## config.mk

```make
export PLATFORM = sky130hd
export DESIGN_NAME = ecc_counter
export DESIGN_NICKNAME = d
export VERILOG_FILES = /design/src/core/ecc_edge.v /design/src/core/ecc_counter.v
export VERILOG_INCLUDE_DIRS = /design/src /design/src/core
export SDC_FILE = /design/constraint.sdc
export NUM_CORES = 1
export LEC_CHECK = 0
export ABC_AREA = 0
export BUFFER_PORTS_ARGS = -buffer_cell sky130_fd_sc_hd__buf_4
export CORE_MARGIN = 3
export CORE_UTILIZATION = 45
export DETAILED_ROUTE_END_ITERATION = 6
export GPL_TIMING_DRIVEN = 1
export HOLD_SLACK_MARGIN = 0.12
export PLACE_DENSITY = 0.63
export SYNTH_ARGS = -nofsm -noshare
export SYNTH_HDL_FRONTEND = slang
export SYNTH_SLANG_ARGS = --single-unit
```

## constraint.sdc

```tcl
create_clock -name i_clk -period 17.44 [get_ports i_clk]
set_input_delay 3.488 -clock i_clk [delete_from_list [all_inputs] [get_ports i_clk]]
set_output_delay 3.488 -clock i_clk [all_outputs]
set_load 0.02 [all_outputs]
```

## src/core/ecc_map.vh

```
// Register offsets, field positions, reset values and timing of the edge counter
`ifndef ECC_MAP_VH
`define ECC_MAP_VH

// ==========================================================
// Register byte offsets
`define ECC_OFF_CTRL      8'h00
`define ECC_OFF_PRES_CNT  8'h04
`define ECC_OFF_PRES_CMP  8'h08
`define ECC_OFF_NEXT_CMP  8'h0C
`define ECC_OFF_COUNT     8'h10
`define ECC_OFF_COMP      8'h14
`define ECC_OFF_STATUS    8'h18
`define ECC_OFF_IRQ_STAT  8'h1C
`define ECC_OFF_IRQ_MASK  8'h20
`define ECC_OFF_UPDATE    8'h24
`define ECC_OFF_LIVE_CNT  8'h28

// ==========================================================
// Control register fields
`define ECC_CTRL_UP_EN    0
`define ECC_CTRL_DN_EN    1
`define ECC_CTRL_DO_EN    2
`define ECC_CTRL_DO_OFF   3
`define ECC_CTRL_IRQ_EN   4
`define ECC_CTRL_RELOAD   5
`define ECC_CTRL_SET_CMP  6
`define ECC_CTRL_AUTO_UPD 7
`define ECC_CTRL_CNT_EN   8
`define ECC_CTRL_LD_CNT   9
`define ECC_CTRL_LD_CMP   10
`define ECC_CTRL_W        11
`define ECC_CTRL_RST      11'h0_000

// ==========================================================
// Status and interrupt fields
`define ECC_ST_STATUS_A   0
`define ECC_ST_DO_A       1
`define ECC_IRQ_CMP       0
`define ECC_IRQ_GATE      1
`define ECC_IRQ_WRAP      2
`define ECC_IRQ_W         3
`define ECC_IRQ_RST       3'h0
`define ECC_MASK_RST      3'h0

// ==========================================================
// Interrupt coalescing window
`define ECC_COALESCE_US   100
`define ECC_CLK_MHZ       25
`define ECC_COAL_CYC      12'h9C4

`endif

```

## src/core/ecc_edge.v

```verilog
// Rising and falling edge detector for one synchronous input
`timescale 1ns/100ps
module ecc_edge
(
  input  wire i_clk,
  input  wire i_rst,
  input  wire i_in,
  output wire o_rise,
  output wire o_fall
);

  reg prev_r;

  always @(posedge i_clk or posedge i_rst)
  begin
    if (i_rst)
      prev_r <= 1'b0;
    else
      prev_r <= i_in;
  end

  assign o_rise = i_in & ~prev_r;
  assign o_fall = ~i_in & prev_r;

endmodule

```

## src/core/ecc_counter.v

```verilog
// Up/down edge counter with start/stop gate, one compare channel and APB registers
`timescale 1ns/100ps
`include "ecc_map.vh"

// What this block does
// - Each rising edge on the up input adds one while counting is enabled and direction is high.
// - Direction high: up input increments, down input decrements the count.
// - Gate input low suspends counting; gate high again resumes it.
// - Compare event only on a step from compare minus one to compare.
// - With off action, output A goes inactive at the compare event.
// - Status A is high while count is at or above compare value.
// - Down input deactivated: it never changes the count.
// - Interrupt option off: the compare event raises no interrupt.
// - Reload option off: count is kept at the compare event.
// - Set-compare option off: compare value kept after the event.
// - Auto update copies count, compare and status at each cycle point.
// - Events within 100 us share one interrupt start.
module ecc_counter
#(
  parameter W = 32
)
(
  input  wire          i_clk,
  input  wire          i_rst,
  input  wire          i_up,
  input  wire          i_down,
  input  wire          i_dir,
  input  wire          i_gate,
  input  wire          i_cycle_pt,
  output wire          o_do_a,
  output wire          o_irq,
  input  wire          psel,
  input  wire          penable,
  input  wire          pwrite,
  input  wire [7:0]    paddr,
  input  wire [31:0]   pwdata,
  output reg  [31:0]   prdata,
  output wire          pready,
  output wire          pslverr
);

  localparam [11:0] COAL_CYC = `ECC_COAL_CYC;

  // ==========================================================
  // Edge detection
  wire up_rise;
  wire dn_rise;
  wire gate_fall;

  ecc_edge u_up
  (
    .i_clk  (i_clk),
    .i_rst  (i_rst),
    .i_in   (i_up),
    .o_rise (up_rise),
    .o_fall ()
  );

  ecc_edge u_dn
  (
    .i_clk  (i_clk),
    .i_rst  (i_rst),
    .i_in   (i_down),
    .o_rise (dn_rise),
    .o_fall ()
  );

  ecc_edge u_gate
  (
    .i_clk  (i_clk),
    .i_rst  (i_rst),
    .i_in   (i_gate),
    .o_rise (),
    .o_fall (gate_fall)
  );

  // ==========================================================
  // Registers
  reg [`ECC_CTRL_W-1:0] ctrl_r;
  reg [`ECC_CTRL_W-1:0] ctrl_prev_r;
  reg [W-1:0]           pres_cnt_r;
  reg [W-1:0]           pres_cmp_r;
  reg [W-1:0]           next_cmp_r;
  reg [W-1:0]           count_r;
  reg [W-1:0]           count_nxt;
  reg [W-1:0]           comp_r;
  reg [W-1:0]           comp_nxt;
  reg                   do_r;
  reg                   do_nxt;
  reg [W-1:0]           snap_cnt_r;
  reg [W-1:0]           snap_cmp_r;
  reg [1:0]             snap_st_r;
  reg [`ECC_IRQ_W-1:0]  irq_stat_r;
  reg [`ECC_IRQ_W-1:0]  irq_mask_r;
  reg [11:0]            coal_r;
  reg                   irq_r;
  reg                   cmp_evt;
  reg                   wrap_evt;
  reg                   up_step;
  reg                   dn_step;

  function at_or_above;
    input [W-1:0] val;
    input [W-1:0] lim;
    begin
      at_or_above = ($signed(val) >= $signed(lim));
    end
  endfunction

  // ==========================================================
  // APB decode
  wire wr_en = psel & penable & pwrite;
  wire rd_setup = psel & ~penable & ~pwrite;
  reg  mapped;

  always @*
  begin
    if (paddr == `ECC_OFF_CTRL)
      mapped = 1'b1;
    else if (paddr == `ECC_OFF_PRES_CNT)
      mapped = 1'b1;
    else if (paddr == `ECC_OFF_PRES_CMP)
      mapped = 1'b1;
    else if (paddr == `ECC_OFF_NEXT_CMP)
      mapped = 1'b1;
    else if (paddr == `ECC_OFF_COUNT)
      mapped = 1'b1;
    else if (paddr == `ECC_OFF_COMP)
      mapped = 1'b1;
    else if (paddr == `ECC_OFF_STATUS)
      mapped = 1'b1;
    else if (paddr == `ECC_OFF_IRQ_STAT)
      mapped = 1'b1;
    else if (paddr == `ECC_OFF_IRQ_MASK)
      mapped = 1'b1;
    else if (paddr == `ECC_OFF_UPDATE)
      mapped = 1'b1;
    else if (paddr == `ECC_OFF_LIVE_CNT)
      mapped = 1'b1;
    else
      mapped = 1'b0;
  end

  assign pready  = 1'b1;
  assign pslverr = psel & penable & ~mapped;

  wire wr_ok    = wr_en & mapped;
  wire ld_cnt   = ctrl_r[`ECC_CTRL_LD_CNT] & ~ctrl_prev_r[`ECC_CTRL_LD_CNT];
  wire ld_cmp   = ctrl_r[`ECC_CTRL_LD_CMP] & ~ctrl_prev_r[`ECC_CTRL_LD_CMP];
  wire cnt_on   = ctrl_r[`ECC_CTRL_CNT_EN] & i_gate;
  wire status_a = at_or_above(count_r, comp_r);
  wire upd_now  = (i_cycle_pt & ctrl_r[`ECC_CTRL_AUTO_UPD]) |
                  (wr_ok & (paddr == `ECC_OFF_UPDATE));

  // ==========================================================
  // Counting and compare
  always @*
  begin
    up_step   = cnt_on & ctrl_r[`ECC_CTRL_UP_EN] & up_rise;
    dn_step   = cnt_on & ctrl_r[`ECC_CTRL_DN_EN] & dn_rise;
    count_nxt = count_r;
    comp_nxt  = comp_r;
    do_nxt    = do_r;
    cmp_evt   = 1'b0;
    wrap_evt  = 1'b0;
    if ((up_step ^ dn_step) && (up_step == i_dir))
    begin
      count_nxt = count_r + {{(W-1){1'b0}}, 1'b1};
      wrap_evt  = (count_nxt == {1'b1, {(W-1){1'b0}}});
      cmp_evt   = (count_nxt == comp_r);
    end
    else if (up_step ^ dn_step)
    begin
      count_nxt = count_r - {{(W-1){1'b0}}, 1'b1};
      wrap_evt  = (count_r == {1'b1, {(W-1){1'b0}}});
    end
    if (cmp_evt)
    begin
      do_nxt = ~ctrl_r[`ECC_CTRL_DO_OFF];
      if (ctrl_r[`ECC_CTRL_RELOAD])
        count_nxt = pres_cnt_r;
      if (ctrl_r[`ECC_CTRL_SET_CMP])
        comp_nxt = next_cmp_r;
    end
    else if (status_a && !at_or_above(count_nxt, comp_r))
      do_nxt = ctrl_r[`ECC_CTRL_DO_OFF];
    if (ld_cnt)
    begin
      count_nxt = pres_cnt_r;
      do_nxt    = ctrl_r[`ECC_CTRL_DO_OFF];
    end
    if (ld_cmp)
      comp_nxt = pres_cmp_r;
  end

  always @(posedge i_clk or posedge i_rst)
  begin
    if (i_rst)
    begin
      count_r <= {W{1'b0}};
      comp_r  <= {W{1'b0}};
      do_r    <= 1'b0;
    end
    else
    begin
      count_r <= count_nxt;
      comp_r  <= comp_nxt;
      do_r    <= do_nxt;
    end
  end

  assign o_do_a = do_r & ctrl_r[`ECC_CTRL_DO_EN];

  // ==========================================================
  // Software registers
  always @(posedge i_clk or posedge i_rst)
  begin
    if (i_rst)
    begin
      ctrl_r      <= `ECC_CTRL_RST;
      ctrl_prev_r <= `ECC_CTRL_RST;
      pres_cnt_r  <= {W{1'b0}};
      pres_cmp_r  <= {W{1'b0}};
      next_cmp_r  <= {W{1'b0}};
      irq_mask_r  <= `ECC_MASK_RST;
    end
    else
    begin
      ctrl_prev_r <= ctrl_r;
      if (wr_ok && paddr == `ECC_OFF_CTRL)
        ctrl_r <= pwdata[`ECC_CTRL_W-1:0];
      else if (wr_ok && paddr == `ECC_OFF_PRES_CNT)
        pres_cnt_r <= pwdata[W-1:0];
      else if (wr_ok && paddr == `ECC_OFF_PRES_CMP)
        pres_cmp_r <= pwdata[W-1:0];
      else if (wr_ok && paddr == `ECC_OFF_NEXT_CMP)
        next_cmp_r <= pwdata[W-1:0];
      else if (wr_ok && paddr == `ECC_OFF_IRQ_MASK)
        irq_mask_r <= pwdata[`ECC_IRQ_W-1:0];
    end
  end

  // ==========================================================
  // Host-visible snapshot
  always @(posedge i_clk or posedge i_rst)
  begin
    if (i_rst)
    begin
      snap_cnt_r <= {W{1'b0}};
      snap_cmp_r <= {W{1'b0}};
      snap_st_r  <= 2'h0;
    end
    else if (upd_now)
    begin
      snap_cnt_r <= count_r;
      snap_cmp_r <= comp_r;
      snap_st_r  <= {o_do_a, status_a};
    end
  end

  // ==========================================================
  // Interrupt status, mask and coalescing
  wire [`ECC_IRQ_W-1:0] irq_set = {wrap_evt, gate_fall,
                                   cmp_evt & ctrl_r[`ECC_CTRL_IRQ_EN]};
  wire [`ECC_IRQ_W-1:0] irq_clr = (wr_ok && paddr == `ECC_OFF_IRQ_STAT) ?
                                  pwdata[`ECC_IRQ_W-1:0] : `ECC_IRQ_RST;
  wire                  pend    = |(irq_stat_r & irq_mask_r);

  always @(posedge i_clk or posedge i_rst)
  begin
    if (i_rst)
    begin
      irq_stat_r <= `ECC_IRQ_RST;
      coal_r     <= 12'h000;
      irq_r      <= 1'b0;
    end
    else
    begin
      irq_stat_r <= (irq_stat_r & ~irq_clr) | irq_set;
      if (!pend)
      begin
        coal_r <= 12'h000;
        irq_r  <= 1'b0;
      end
      else if (coal_r == COAL_CYC - 12'h001)
        irq_r <= 1'b1;
      else
        coal_r <= coal_r + 12'h001;
    end
  end

  assign o_irq = irq_r & pend;

  // ==========================================================
  // Read data
  always @(posedge i_clk or posedge i_rst)
  begin
    if (i_rst)
      prdata <= 32'h0000_0000;
    else if (rd_setup)
    begin
      prdata <= 32'h0000_0000;
      if (paddr == `ECC_OFF_CTRL)
        prdata[`ECC_CTRL_W-1:0] <= ctrl_r;
      else if (paddr == `ECC_OFF_PRES_CNT)
        prdata[W-1:0] <= pres_cnt_r;
      else if (paddr == `ECC_OFF_PRES_CMP)
        prdata[W-1:0] <= pres_cmp_r;
      else if (paddr == `ECC_OFF_NEXT_CMP)
        prdata[W-1:0] <= next_cmp_r;
      else if (paddr == `ECC_OFF_COUNT)
        prdata[W-1:0] <= snap_cnt_r;
      else if (paddr == `ECC_OFF_COMP)
        prdata[W-1:0] <= snap_cmp_r;
      else if (paddr == `ECC_OFF_STATUS)
        prdata[1:0] <= snap_st_r;
      else if (paddr == `ECC_OFF_IRQ_STAT)
        prdata[`ECC_IRQ_W-1:0] <= irq_stat_r;
      else if (paddr == `ECC_OFF_IRQ_MASK)
        prdata[`ECC_IRQ_W-1:0] <= irq_mask_r;
      else if (paddr == `ECC_OFF_LIVE_CNT)
        prdata[W-1:0] <= count_r;
    end
  end

endmodule

```

# Word level (Yosys, flattened, before mapping)
# Cells that the tools add are included.
[word_totals]
elab_cells = 144
out_inout_bits = 36
regBits = 303
[classes]
eq_ne = 17
n_lt_le_gt_ge = 2
n_reduce_logical = 19
n_bitwise = 40
mux = 44
addsub = 3
[op_table]
columns = ["operator", "count"]
rows = [
  ["$mux W32", 14],
  ["$eq A32 B32 Y1 const B", 2],
  ["$ge A32 B32 Y1", 2],
  ["$mux W29", 2],
  ["$add A32 B1 Y32 const B", 1],
  ["$eq A32 B32 Y1", 1],
  ["$eq A8 B5 Y1 const B", 4],
  ["$sub A32 B1 Y32 const B", 1],
  ["$mux W30", 1],
  ["$eq A8 B6 Y1 const B", 3],
  ["$mux W12", 2],
  ["$and A1 B1 Y1", 21],
  ["$mux W21", 1],
  ["$mux W1", 19],
  ["$eq A8 B4 Y1 const B", 2],
  ["$not A1 Y1", 13],
  ["$add A12 B1 Y12 const B", 1],
  ["$eq A12 B12 Y1 const B", 1],
  ["$mux W11", 1],
  ["$mux W3", 3],
  ["$eq A8 B3 Y1 const B", 1],
  ["$logic_and A1 B1 Y1", 8],
  ["$logic_not A8 Y1", 1],
  ["$and A3 B3 Y3", 2],
  ["other kinds (16)", 18],
]

# Depth between registers and ports, before layout
# Gate-level depths: netlist of the first run.
[logic_depth]
ltp_word = 18
ltp_mapped = 19

# Modules after synthesis
# Synthesis of the first run repeated with hierarchy kept, for this count alone.
[unflattened]
cells_unflattened = 1639
hier_area_um2 = 16774.8
[by_module_without_submodules]
columns = ["mod", "cells_each", "seq_area_each_um2", "area_each_um2", "instances"]
rows = [
  ["ecc_counter", 1627, 7282.0, 16643.5, 1],
  ["ecc_edge", 4, 25.0, 43.8, 3],
]

# Worst setup path before layout of the first run
# Ideal clock, no wire load.
[synth_timing]
kind = "input port to output port"
from = "input port paddr[2]"
to = "output port pslverr"
cell_stages = 3
setup_slack_ns = 9.937
t_required_ns = 13.952
arrival_ns = 4.015
cell_sequence = "a21o_1 nand2_1 a31oi_1"
[synth_via]
elab_chain_cells = 14
word_cells_on_any_way = 24
[synth_lines]
columns = ["element", "line_no", "text"]
rows = [
  ["start, declared", "ecc_counter.v:35", "input wire [7:0] paddr,"],
  ["$eq A8 B6 Y1 (no line)", "n/a", ""],
  ["$mux W1", "ecc_counter.v:138", "else if (paddr == `ECC_OFF_LIVE_CNT)"],
  ["$mux W1", "ecc_counter.v:136", "else if (paddr == `ECC_OFF_UPDATE)"],
  ["$mux W1", "ecc_counter.v:134", "else if (paddr == `ECC_OFF_IRQ_MASK)"],
  ["$mux W1", "ecc_counter.v:132", "else if (paddr == `ECC_OFF_IRQ_STAT)"],
  ["$mux W1", "ecc_counter.v:130", "else if (paddr == `ECC_OFF_STATUS)"],
  ["$mux W1", "ecc_counter.v:128", "else if (paddr == `ECC_OFF_COMP)"],
  ["$mux W1", "ecc_counter.v:126", "else if (paddr == `ECC_OFF_COUNT)"],
  ["$mux W1", "ecc_counter.v:124", "else if (paddr == `ECC_OFF_NEXT_CMP)"],
  ["$mux W1", "ecc_counter.v:122", "else if (paddr == `ECC_OFF_PRES_CMP)"],
  ["$mux W1", "ecc_counter.v:120", "else if (paddr == `ECC_OFF_PRES_CNT)"],
  ["$mux W1 (*)", "ecc_counter.v:118", "if (paddr == `ECC_OFF_CTRL)"],
  ["$not A1 Y1 (*)", "ecc_counter.v:145", "assign pslverr = psel & penable & ~mapped;"],
  ["$and A1 B1 Y1 (*)", "ecc_counter.v:145", ""],
  ["end, declared", "ecc_counter.v:39", "output wire pslverr"],
]
# Mark *: on every way between the ends. The rest lies on a longest branch, timed or not.

# Worst setup path in the final report of the first run
[layout_timing]
from = "input port paddr[1]"
to = "output port pslverr"
# The elaborated chain is that of the path after synthesis.

==> results.txt, run 1 <==
Status = finished clean
Hold depth = 0
Worst Reg-to-Reg Cells = 11
Setup Skew = 23.0 ps
Fin worst setup slack = 9770 ps
Post-CTS Repair Setup Buffers = 0
Leakage power = 8.72 nW
Critical Path Most Common Cell = buf_4
Ys Warns = 0
Die X = 197 um
Max Slew Vio Count = 0
FMAX = 130 MHz
Post-Syn Area = 0.0165 mm^2
Antenna Nets Post-Route = 0
Crit. path cell count = 4
Cell area after layout = 0.0185 mm^2
Relative slew margins = 0.206
Post_cts resized = 0
Nets = 1760
DR vias/cell = 6.13
Crit-path slowest cell = nor2_1
Initial antenna violation count = 0
Total gr overflow = 0
Fin cells = 2124
Total number of vias = 13.0k
Total core area = 0.0358 mm^2
Detailed Route WL = 46.3 mm
Hold WS = 426 ps
Ports = 86
Synth top area share = 0.447
Period Utilization, post-route = 0.440
Pre-CTS setup slack = 9760 ps
Pwr dens = 94.6 mW/mm^2
Worst EP arrival = 4180 ps
Max-cap violations = 0
Gate Count Post-Synth = 1605
First-pass GRT wire length = 74.1 mm
Number of synthesized flops with an enable pin = 0
Async S/R FF share, synth = 1.00
Clock tree buffer depth = 3
Setup TNS Final = 0 ps
WL/cell = 21.8 um
CTS clk-pin slew, worst paths = 60 ps
Largest cells by area after synthesis = dfrtp_1 (45%), mux2_2 (9.7%), ha_1 (5.2%), nor2_1 (2.9%), a21oi_1 (2.8%)
Crit path time final = 7670 ps
Pint = 1.26 mW
Yosys reg bits = 294
Antenna cells = 0
Root Driver = clkbuf_16
Tightest Hold Check Type = reg -> reg
Part of the power in combinational logic = 0.147
Unrepaired setup endpoints after global routing = no
I/O Buffers = 84
Sequential cell area fraction in the yosys report = 0.447
DRC = 0
Crit path kind = in -> out
Most common flop cell mapped by yosys = dfrtp_1
Num CTS Buffers = 34
WP buf/inv = 2
Reg2Reg Setup Slack = 11990 ps
Fin util = 0.516
CP startpoint kind = primary input
Clk pwr share = 0.397
Fraction of layout cells with a size suffix above 1 = 0.192
Final Power = 1.75 mW
Detailed router's first-iteration violation count = 1084
DP Area = 0.0174 mm^2
CTS tree = done
Crit-path max FO = 5
# hold bufs at CTS = 0
Sink Count = 294
CP Cell Sequence = buf_4 > nor2_1 > a31oi_1 > buf_4
Crit end category = output port
Initial Util = 0.459
Die Ht = 197 um
Htree depth = 2
Slew @ Worst Pin = 1190 ps
Dpl cells = 2067
Cell taking the most area after synthesis = dfrtp_1
Clock Latency Late Sink = 510 ps
Die area = 0.0389 mm^2
Required time worst endpoint = 13950 ps
# setup viols final = 0
P_sw = 0.491 mW
Library cells used by synthesis = 72
Final HPWL DP = 32.1 mm
Avg Inst Size Synth = 10.3 um^2
Sw Share = 0.281
Sequential Power Share = 0.456
VDD IR max = 0.0527 mV
GP Congestion = 0.923
P&R area growth vs syn = 12.3%
Tot GR Track Use = 0.239
Net Count, Synth = 1723
DRT Pass-1 Iters = 6
Largest net degree at the start of global routing = 108
Critical path's top delay family = buffers and inverters
Final hold violations = 0
Vias in the first global route = 12.8k
CP peak stage delay = 260 ps
# rows = 69
==> final timing paths <==
kind | start | to
max | paddr[1] | pslverr
min | ctrl_r[9]$_DFFE_PP0P_ | ctrl_prev_r[9]$_DFF_PP0_
max reg2reg | count_r[1]$_DFF_PP0_ | count_r[23]$_DFF_PP0_
min reg2reg | ctrl_r[9]$_DFFE_PP0P_ | ctrl_prev_r[9]$_DFF_PP0_
max in group asynchronous | i_rst | snap_cnt_r[21]$_DFFE_PP0P_
min in group asynchronous | i_rst | prdata[7]$_DFFE_PP0P_
==> final cells by class <==
type,count,area (um^2)
fillers,3210,17300
clock inverters,7,91.3
repair buffers,106,796
inverters,44,173
flip-flops and latches,294,7360
well taps,461,577
multi-input cells,1162,8520
clock buffers,50,972
==> cells in the mapped netlist, types with 7 or more instances <==
master	count
nor2_1	128
nand2_1	117
nand3b_1	8
a22oi_1	54
nor4_1	17
buf_1	17
mux2i_1	36
and2_1	10
xnor2_1	44
ha_1	68
o21ai_0	56
a22o_1	10
or3_1	10
inv_1	44
mux2_2	142
a21o_1	12
clkbuf_1	72
a21oi_1	92
nor2b_1	9
o22ai_1	10
nand4_1	32
buf_2	7
nand3_1	33
nand2b_1	10
nor3_1	30
a31oi_1	27
a222oi_1	10
a221oi_1	31
o211ai_1	8
xor2_1	36
dfrtp_1	294
and3_1	13
mux2_1	32
==> placed cells by master (no fill, tap or decap), drive strengths merged, types with 36 or more instances in the layout <==
cell type and instances:
xor2 36, xnor2 44, nand2 117, o21ai 57
dfrtp 294, buf 106, inv 45, mux2 174
ha 68, nor2 128, a21oi 93, clkbuf 50
a22oi 54, mux2i 36
==> state kept, by name (all words and copies together) (netlist names) <==
| signal | count |
|---|---|
| u_up.prev_r | 1 |
| snap_cmp_r | 32 |
| u_dn.prev_r | 1 |
| irq_r | 1 |
| ctrl_r | 11 |
| pres_cmp_r | 32 |
| irq_stat_r | 3 |
| comp_r | 32 |
| irq_mask_r | 3 |
| coal_r | 12 |
| u_gate.prev_r | 1 |
| ctrl_prev_r | 2 |
| prdata | 32 |
| snap_st_r | 2 |
| next_cmp_r | 32 |
| pres_cnt_r | 32 |
| snap_cnt_r | 32 |
| count_r | 32 |
| do_r | 1 |
==> metal layers <==
metal  part of all wire  vias to the layer above  global-route usage
met4              0.024                        0              0.0665
met2               0.45                      488               0.366
met1               0.47                     6473               0.355
li1                   -                     5971                   -
met3              0.060                       98              0.0351
met5                  0                        -                   0
==> power groups by stage <==
stage	Combinational, mW	Sequential [mW]	Clock, mW
2_1_floorplan	0.168	0.796	0
3_3_place_gp	0.251	0.807	0
3_5_place_dp	0.257	0.808	0
4_1_cts	0.259	0.797	0.710
5_1_grt	0.293	0.805	0.734
6_report	0.257	0.798	0.695
==> cells by family (layout without fill, tap and decap cells) <==
kind of cell	Yosys count	count (layout)	share of synthesized area
AOI/OAI and AO/OA	348	348	0.140
and+or+nand+nor	455	455	0.140
DFF	294	294	0.447
muxes	210	210	0.141
xor gates and xnor gates	80	80	0.0426
buffers and inverters	149	207	0.0379
adders and majority gates	68	68	0.0517
other	1	1	0.000228
No activity file was read; power rests on OpenSTA's default activity.
==> run 2: changes to the inputs <==
Clock period 17.44 ns to 7.5 ns, I/O delays scaled along.
==> run 2 against run 1 <==
  * Power grew 140%
  * Largest cell class unchanged
  * Core utilization is 0.37 points higher
  * Highest routed layer unchanged
  * Non-clock buffer count rose by 1
  * Critical path type is now reg -> reg
==> results.txt, run 2 (synthesis gave the netlist of run 1 again) <==
Pre-CTS setup slack = 1970 ps (-7790 ps)
Max Slew Vio Count = 0 (unchanged)
DRT Pass-1 Iters = 6 (unchanged)
Hold Path End = ctrl_prev_r[9]$_DFF_PP0_
CTS clk-pin slew, worst paths = 60 ps (about the same)
Cell area after layout = 0.0186 mm^2 (+0.71%)
Setup TNS Final = 0 ps (unchanged)
Worst Reg-to-Reg Cells = 11 (unchanged)
Max-cap violations = 0 (unchanged)
First-pass GRT wire length = 75.9 mm (+2.4%)
RR Startpoint = count_r[1]$_DFF_PP0_
Slew @ Worst Pin = 1100 ps (-81.8 ps)
Status = finished clean
WL/cell = 22.2 um (+1.6%)
Tightest Hold Check Type = reg -> reg
Hold depth = 0 (unchanged)
Ports = 86 (unchanged)
Commonest non-fill, non-tap cells in the layout = dfrtp_1 (294), mux2_2 (142), nor2_1 (122)
Worst EP arrival = 5690 ps (+1510 ps)
Largest net degree at the start of global routing = 156 (+44%)
Die area = 0.0389 mm^2 (unchanged)
Htree depth = 2 (unchanged)
Final HPWL DP = 32.5 mm (+1.1%)
Post-CTS Repair Setup Buffers = 0 (unchanged)
Fraction of layout cells with a size suffix above 1 = 0.199 (+0.00758)
CTS tree = done
P&R area growth vs syn = 13.1%
Antenna Nets Post-Route = 0 (unchanged)
DR vias/cell = 6.13 (about the same)
Root Driver = clkbuf_16
R2r endpoint = count_r[21]$_DFF_PP0_
Initial antenna violation count = 0 (unchanged)
Detailed Route WL = 47.2 mm (+1.9%)
Sink Count = 294 (unchanged)
Reg2Reg Setup Slack = 2190 ps (-9800 ps)
Initial Util = 0.459 (unchanged)
Tot GR Track Use = 0.244 (+0.00520)
Vias in the first global route = 12.9k (+0.62%)
GP Congestion = 0.940 (+1.8%)
CP startpoint kind = flip-flop
Clock tree buffer depth = 3 (unchanged)
Final hold violations = 0 (unchanged)
# hold bufs at CTS = 0 (unchanged)
Die Ht = 197 um (unchanged)
Setup Skew = 17.5 ps (-5.48 ps)
Relative slew margins = 0.263 (+0.0567)
Num CTS Buffers = 35 (+2.9%)
FMAX = 188 MHz
# rows = 69 (unchanged)
Fin cells = 2131 (+0.33%)
Die X = 197 um (unchanged)
Crit path kind = reg -> reg
Pwr dens = 224 mW/mm^2 (+140%)
Nets = 1762 (+0.11%)
Crit-path max FO = 21 (+16)
Unrepaired setup endpoints after global routing = no
DRC = 0 (unchanged)
Commonest non-fill, non-tap cell in the layout = dfrtp_1
DP Area = 0.0174 mm^2 (about the same)
Detailed router's first-iteration violation count = 1198 (+11%)
# setup viols final = 0 (unchanged)
Required time worst endpoint = 7880 ps (-6070 ps)
Dpl cells = 2068 (+0.048%)
Clock Latency Late Sink = 520 ps (about the same)
Fin util = 0.520 (+0.00367)
VDD IR max = 0.149 mV (+180%)
Total number of vias = 13.1k (+0.27%)
Period Utilization, post-route = 0.708
Crit end category = flip-flop
Hold WS = 429 ps (+3.24 ps)
Total core area = 0.0358 mm^2 (unchanged)
Leakage power = 8.77 nW (+0.69%)
I/O Buffers = 84 (unchanged)
Fin worst setup slack = 2190 ps (-7580 ps)
Final Power = 4.18 mW (+140%)
Worst Hold Launch = ctrl_r[9]$_DFFE_PP0P_
Antenna cells = 0 (unchanged)
Crit path time final = 5310 ps
Post_cts resized = 0 (unchanged)
Total gr overflow = 0 (unchanged)
==> run 2: cell count changes in the layout (fill, tap and decap cells not counted) <==
cell / previous run / this run
clkinv_2: 3 / 6
inv_8: 1 / 0
clkbuf_1: 11 / 4
clkbuf_16: 35 / 37
buf_12: 0 / 1
inv_6: 1 / 2
clkinv_4: 0 / 2
clkinvlp_4: 1 / 5
clkbuf_8: 4 / 6
==> run 2: worst max-delay path: stages (launching register included) <==
cell and delay, ps:
dfrtp_1 620, ha_1 390, nand4_1 540, or3_1 640, nor3_2 230, nand2_1 190
a221o_1 380, or4_1 670, nor4_4 510, a21oi_4 300, buf_4 320, mux2_1 360
==> run 2: routing by layer <==
| layer | GRT usage | vias to the layer above | share of wire |
|---|---|---|---|
| met4 | 0.0520 | 0 | 0.018 |
| met5 | 0 | - | 0 |
| met3 | 0.0353 | 50 | 0.059 |
| met1 | 0.365 | 6572 | 0.48 |
| li1 | - | 5996 | - |
| met2 | 0.380 | 447 | 0.45 |
==> run 2: cell type report <==
cell class / instances / area [um^2]
fill: 3196 / 17200
multi-input combinational: 1162 / 8520
sequential: 294 / 7360
clock buffer: 47 / 1020
timing repair buffer: 107 / 816
tap: 461 / 577
inverter: 44 / 169
clock inverter: 16 / 155
==> run 2: how the worst max path moves through the flow <==
stage,from,endpoint,cells past startpoint
2_1_floorplan,i_rst,coal_r[0]$_DFFE_PP0P_,1
3_3_place_gp,i_up,do_r$_DFFE_PP0P_,18
3_5_place_dp,i_up,do_r$_DFFE_PP0P_,17
4_1_cts,count_r[1]$_DFF_PP0_,count_r[21]$_DFF_PP0_,11
5_1_grt,count_r[11]$_DFF_PP0_,do_r$_DFFE_PP0P_,18
6_report,count_r[1]$_DFF_PP0_,count_r[21]$_DFF_PP0_,11
==> run 2: power by group <==
| part | internal (mW) | switching (mW) |
|---|---|---|
| clock network | 1.03 | 0.682 |
| registers | 1.71 | 0.141 |
| logic | 0.247 | 0.359 |
| total | 3.00 | 1.18 |
==> run 3: changes to the inputs <==
Settings changed: ABC_AREA 0 to 1.
Clock period 7.5 ns to 5.3 ns, I/O delays scaled along.
==> run 3 against run 2 <==
  * Power grew 23%
  * Critical path type is now in -> reg
  * Via count increased by 30%
  * Largest cell class unchanged
  * Register-to-register slack lost 1300 ps
  * Critical endpoint is now do_r$_DFFE_PP0P_
  * Clock skew increased by 5.0 ps
==> results.txt, run 3 <==
P&R area growth vs syn = 12.3%
Commonest non-fill, non-tap cells in the layout = nand2_1 (720), dfrtp_1 (294), o21ai_0 (287)
DR vias/cell = 5.62 (-8.3%)
Crit path time final = 4390 ps
Die area = 0.0421 mm^2 (+8.1%)
Unrepaired setup endpoints after global routing = no
CP startpoint kind = primary input
Reg area = 0.00736 mm^2 (unchanged)
Antenna cells = 0 (unchanged)
DRC = 0 (unchanged)
Worst Reg-to-Reg Cells = 23 (+12)
RR Startpoint = count_r[0]$_DFF_PP0_
Sink Count = 294 (unchanged)
Clock Latency Late Sink = 540 ps (+20 ps)
Ys Warns = 0 (unchanged)
Largest net degree at the start of global routing = 121 (-22%)
Hold Path End = ctrl_prev_r[10]$_DFF_PP0_
Worst Hold Launch = ctrl_r[10]$_DFFE_PP0P_
Yosys reg bits = 294 (unchanged)
Required time worst endpoint = 5710 ps (-2170 ps)
Total core area = 0.0389 mm^2 (+8.6%)
Ports = 86 (unchanged)
Num CTS Buffers = 34 (-2.9%)
Leakage power = 9.66 nW (+10%)
Post-Syn Area = 0.0178 mm^2 (+8.4%)
Tightest Hold Check Type = reg -> reg
Library cells used by synthesis = 49 (-32%)
Detailed router's first-iteration violation count = 1847 (+54%)
Crit path kind = in -> reg
Pwr dens = 255 mW/mm^2 (+14%)
# hold bufs at CTS = 0 (unchanged)
Setup TNS Final = 0 ps (unchanged)
Post_cts resized = 0 (unchanged)
Max Slew Vio Count = 0 (unchanged)
Tot GR Track Use = 0.306 (+0.0614)
Root Driver = clkbuf_16
Setup Skew = 22.6 ps (+5.04 ps)
Largest cells by area after synthesis = dfrtp_1 (41%), nand2_1 (15%), o21ai_0 (8.0%), inv_1 (5.7%), ha_1 (4.8%)
Sequential Power Share = 0.466 (+0.022)
Avg Inst Size Synth = 7.31 um^2 (-29%)
Crit-path max FO = 6 (-71%)
# setup viols final = 0 (unchanged)
Clk pwr share = 0.476 (+0.065)
Detailed Route WL = 64.3 mm (+36%)
Reg2Reg Setup Slack = 930 ps (-1260 ps)
Gate Count Post-Synth = 2440 (+52%)
Status = finished clean
CP peak stage delay = 340 ps (-330 ps)
Fillers = 3914 (+22%)
FMAX = 228 MHz
DRT Pass-1 Iters = 6 (unchanged)
Final hold violations = 0 (unchanged)
Most common flop cell mapped by yosys = dfrtp_1
Number of synthesized flops with an enable pin = 0 (unchanged)
WL met2 = 24.9 mm (+18%)
Net Count, Synth = 2558 (+48%)
Hold depth = 0 (unchanged)
Crit end category = flip-flop
CTS clk-pin slew, worst paths = 60 ps (about the same)
Async S/R FF share, synth = 1.00 (unchanged)
Period Utilization, post-route = 0.829
Total number of vias = 17.0k (+30%)
Critical Path Most Common Cell = nand2_1
Initial antenna violation count = 0 (unchanged)
Post-CTS Repair Setup Buffers = 0 (unchanged)
Htree depth = 2 (unchanged)
Final HPWL DP = 48.4 mm (+49%)
Dpl cells = 2963 (+43%)
Initial Util = 0.458 (-0.000909)
# rows = 72 (+4.3%)
Total gr overflow = 0 (unchanged)
First-pass GRT wire length = 97.0 mm (+28%)
P_sw = 1.22 mW (+3.5%)
DR top layer = met4
Cell taking the most area after synthesis = dfrtp_1
WL met3 = 7.06 mm (+150%)
Part of the power in combinational logic = 0.058 (-0.087)
Met1 wire length = 30.9 mm (+38%)
Count leader, synth = nand2_1
Relative slew margins = 0.252 (-0.0107)
R2r endpoint = do_r$_DFFE_PP0P_
GP Congestion = 1.01 (+7.1%)
Sw Share = 0.239 (-0.0440)
Pint = 3.90 mW (+30%)
Area occupied by multi-input gates = 0.00896 mm^2 (+5.1%)
Worst EP arrival = 4810 ps (-880 ps)
Vias in the first global route = 15.4k (+20%)
Die X = 205 um (+4.0%)
Synth top area share = 0.412 (-0.0347)
VDD IR max = 0.238 mV (+60%)
Fin cells = 3023 (+42%)
Max-cap violations = 0 (unchanged)
Clock tree buffer depth = 3 (unchanged)
Sequential cell area fraction in the yosys report = 0.412 (-0.0347)
Synth cell count leaders = nand2_1 (724), dfrtp_1 (294), o21ai_0 (287), inv_1 (269), nor2_1 (173)
WL/cell = 21.3 um (-4.0%)
I/O Buffers = 84 (unchanged)
Die Ht = 205 um (+4.0%)
Fraction of layout cells with a size suffix above 1 = 0.0966 (-0.103)
Commonest non-fill, non-tap cell in the layout = nand2_1
Antenna Nets Post-Route = 0 (unchanged)
Nets = 2599 (+48%)
CTS tree = done
Crit-path slowest cell = or2_2
Slew @ Worst Pin = 1120 ps (+13.3 ps)
run 3: cell count changes after synthesis, sizes merged, moves of 27 or more:
cell / delta
a221oi: -27
nand2: +619
nand3: +106
o21ai: +267
nor2: +61
xnor2: -44
inv: +229
a22oi: -53
mux2: -172
run 3: worst max-delay path by stage:
stage	startpoint	to	slack, ps	depth (start not counted)
after floorplan	i_rst	coal_r[0]$_DFFE_PP0P_	340	1
after global placement	i_gate	do_r$_DFFE_PP0P_	440	25
after detailed placement	i_gate	do_r$_DFFE_PP0P_	380	25
after CTS	count_r[0]$_DFF_PP0_	do_r$_DFFE_PP0P_	930	22
after global routing	i_gate	do_r$_DFFE_PP0P_	540	25
final	i_gate	do_r$_DFFE_PP0P_	910	26
run 3: layer usage:
| metal | vias to the layer above | global-route usage |
|---|---|---|
| li1 | 8094 | - |
| met1 | 8047 | 0.488 |
| met2 | 779 | 0.403 |
| met3 | 70 | 0.0857 |
| met4 | 0 | 0.0669 |
| met5 | - | 0 |
run 3: logic make-up after synthesis:
group | share of synthesized area
xor+xnor | 0.0137
fa+ha+maj | 0.0477
other cells | 0.000210
buf+inv | 0.0869
flops | 0.412
compound gates | 0.159
simple gates | 0.271
mux | 0.00968
run 3: power by group through the flow:
stage	logic [mW]	clock network (mW)	registers (mW)
2_1_floorplan	0.181	0	2.42
3_3_place_gp	0.290	0	2.42
3_5_place_dp	0.299	0	2.42
4_1_cts	0.300	2.48	2.38
5_1_grt	0.340	2.57	2.39
6_report	0.296	2.44	2.38
run 3: final cells by class:
type / count / share of cell area
clock buffers: 51 / 0.0517
clock inverters: 9 / 0.00624
well taps: 518 / 0.0323
flip-flops and latches: 294 / 0.367
inverters: 276 / 0.0519
multi-input cells: 1764 / 0.447
repair buffers: 111 / 0.0441
run 3: through the flow:
step | utilization | total power [mW] | setup slack (ps) | cell area (um^2) | hold WS [ps]
2_1_floorplan | - | 2.60 | 337 | 17800 | 374
3_3_place_gp | 0.485 | 2.71 | 444 | 18900 | 383
3_5_place_dp | 0.485 | 2.72 | 381 | 18900 | 384
4_1_cts | 0.515 | 5.16 | 934 | 20000 | 399
5_1_grt | 0.515 | 5.30 | 537 | 20000 | 412
6_report | 0.515 | 5.12 | 906 | 20000 | 400
run 3: worst max-delay path, delay by kind of cell:
| kind | cells | cell delay (ps) |
|---|---|---|
| AOI/OAI and AO/OA | 1 | 160 |
| xor gates and xnor gates | 1 | 170 |
| adders and majority gates | 1 | 340 |
| buffers and inverters | 2 | 130 |
| and+or+nand+nor | 21 | 2930 |
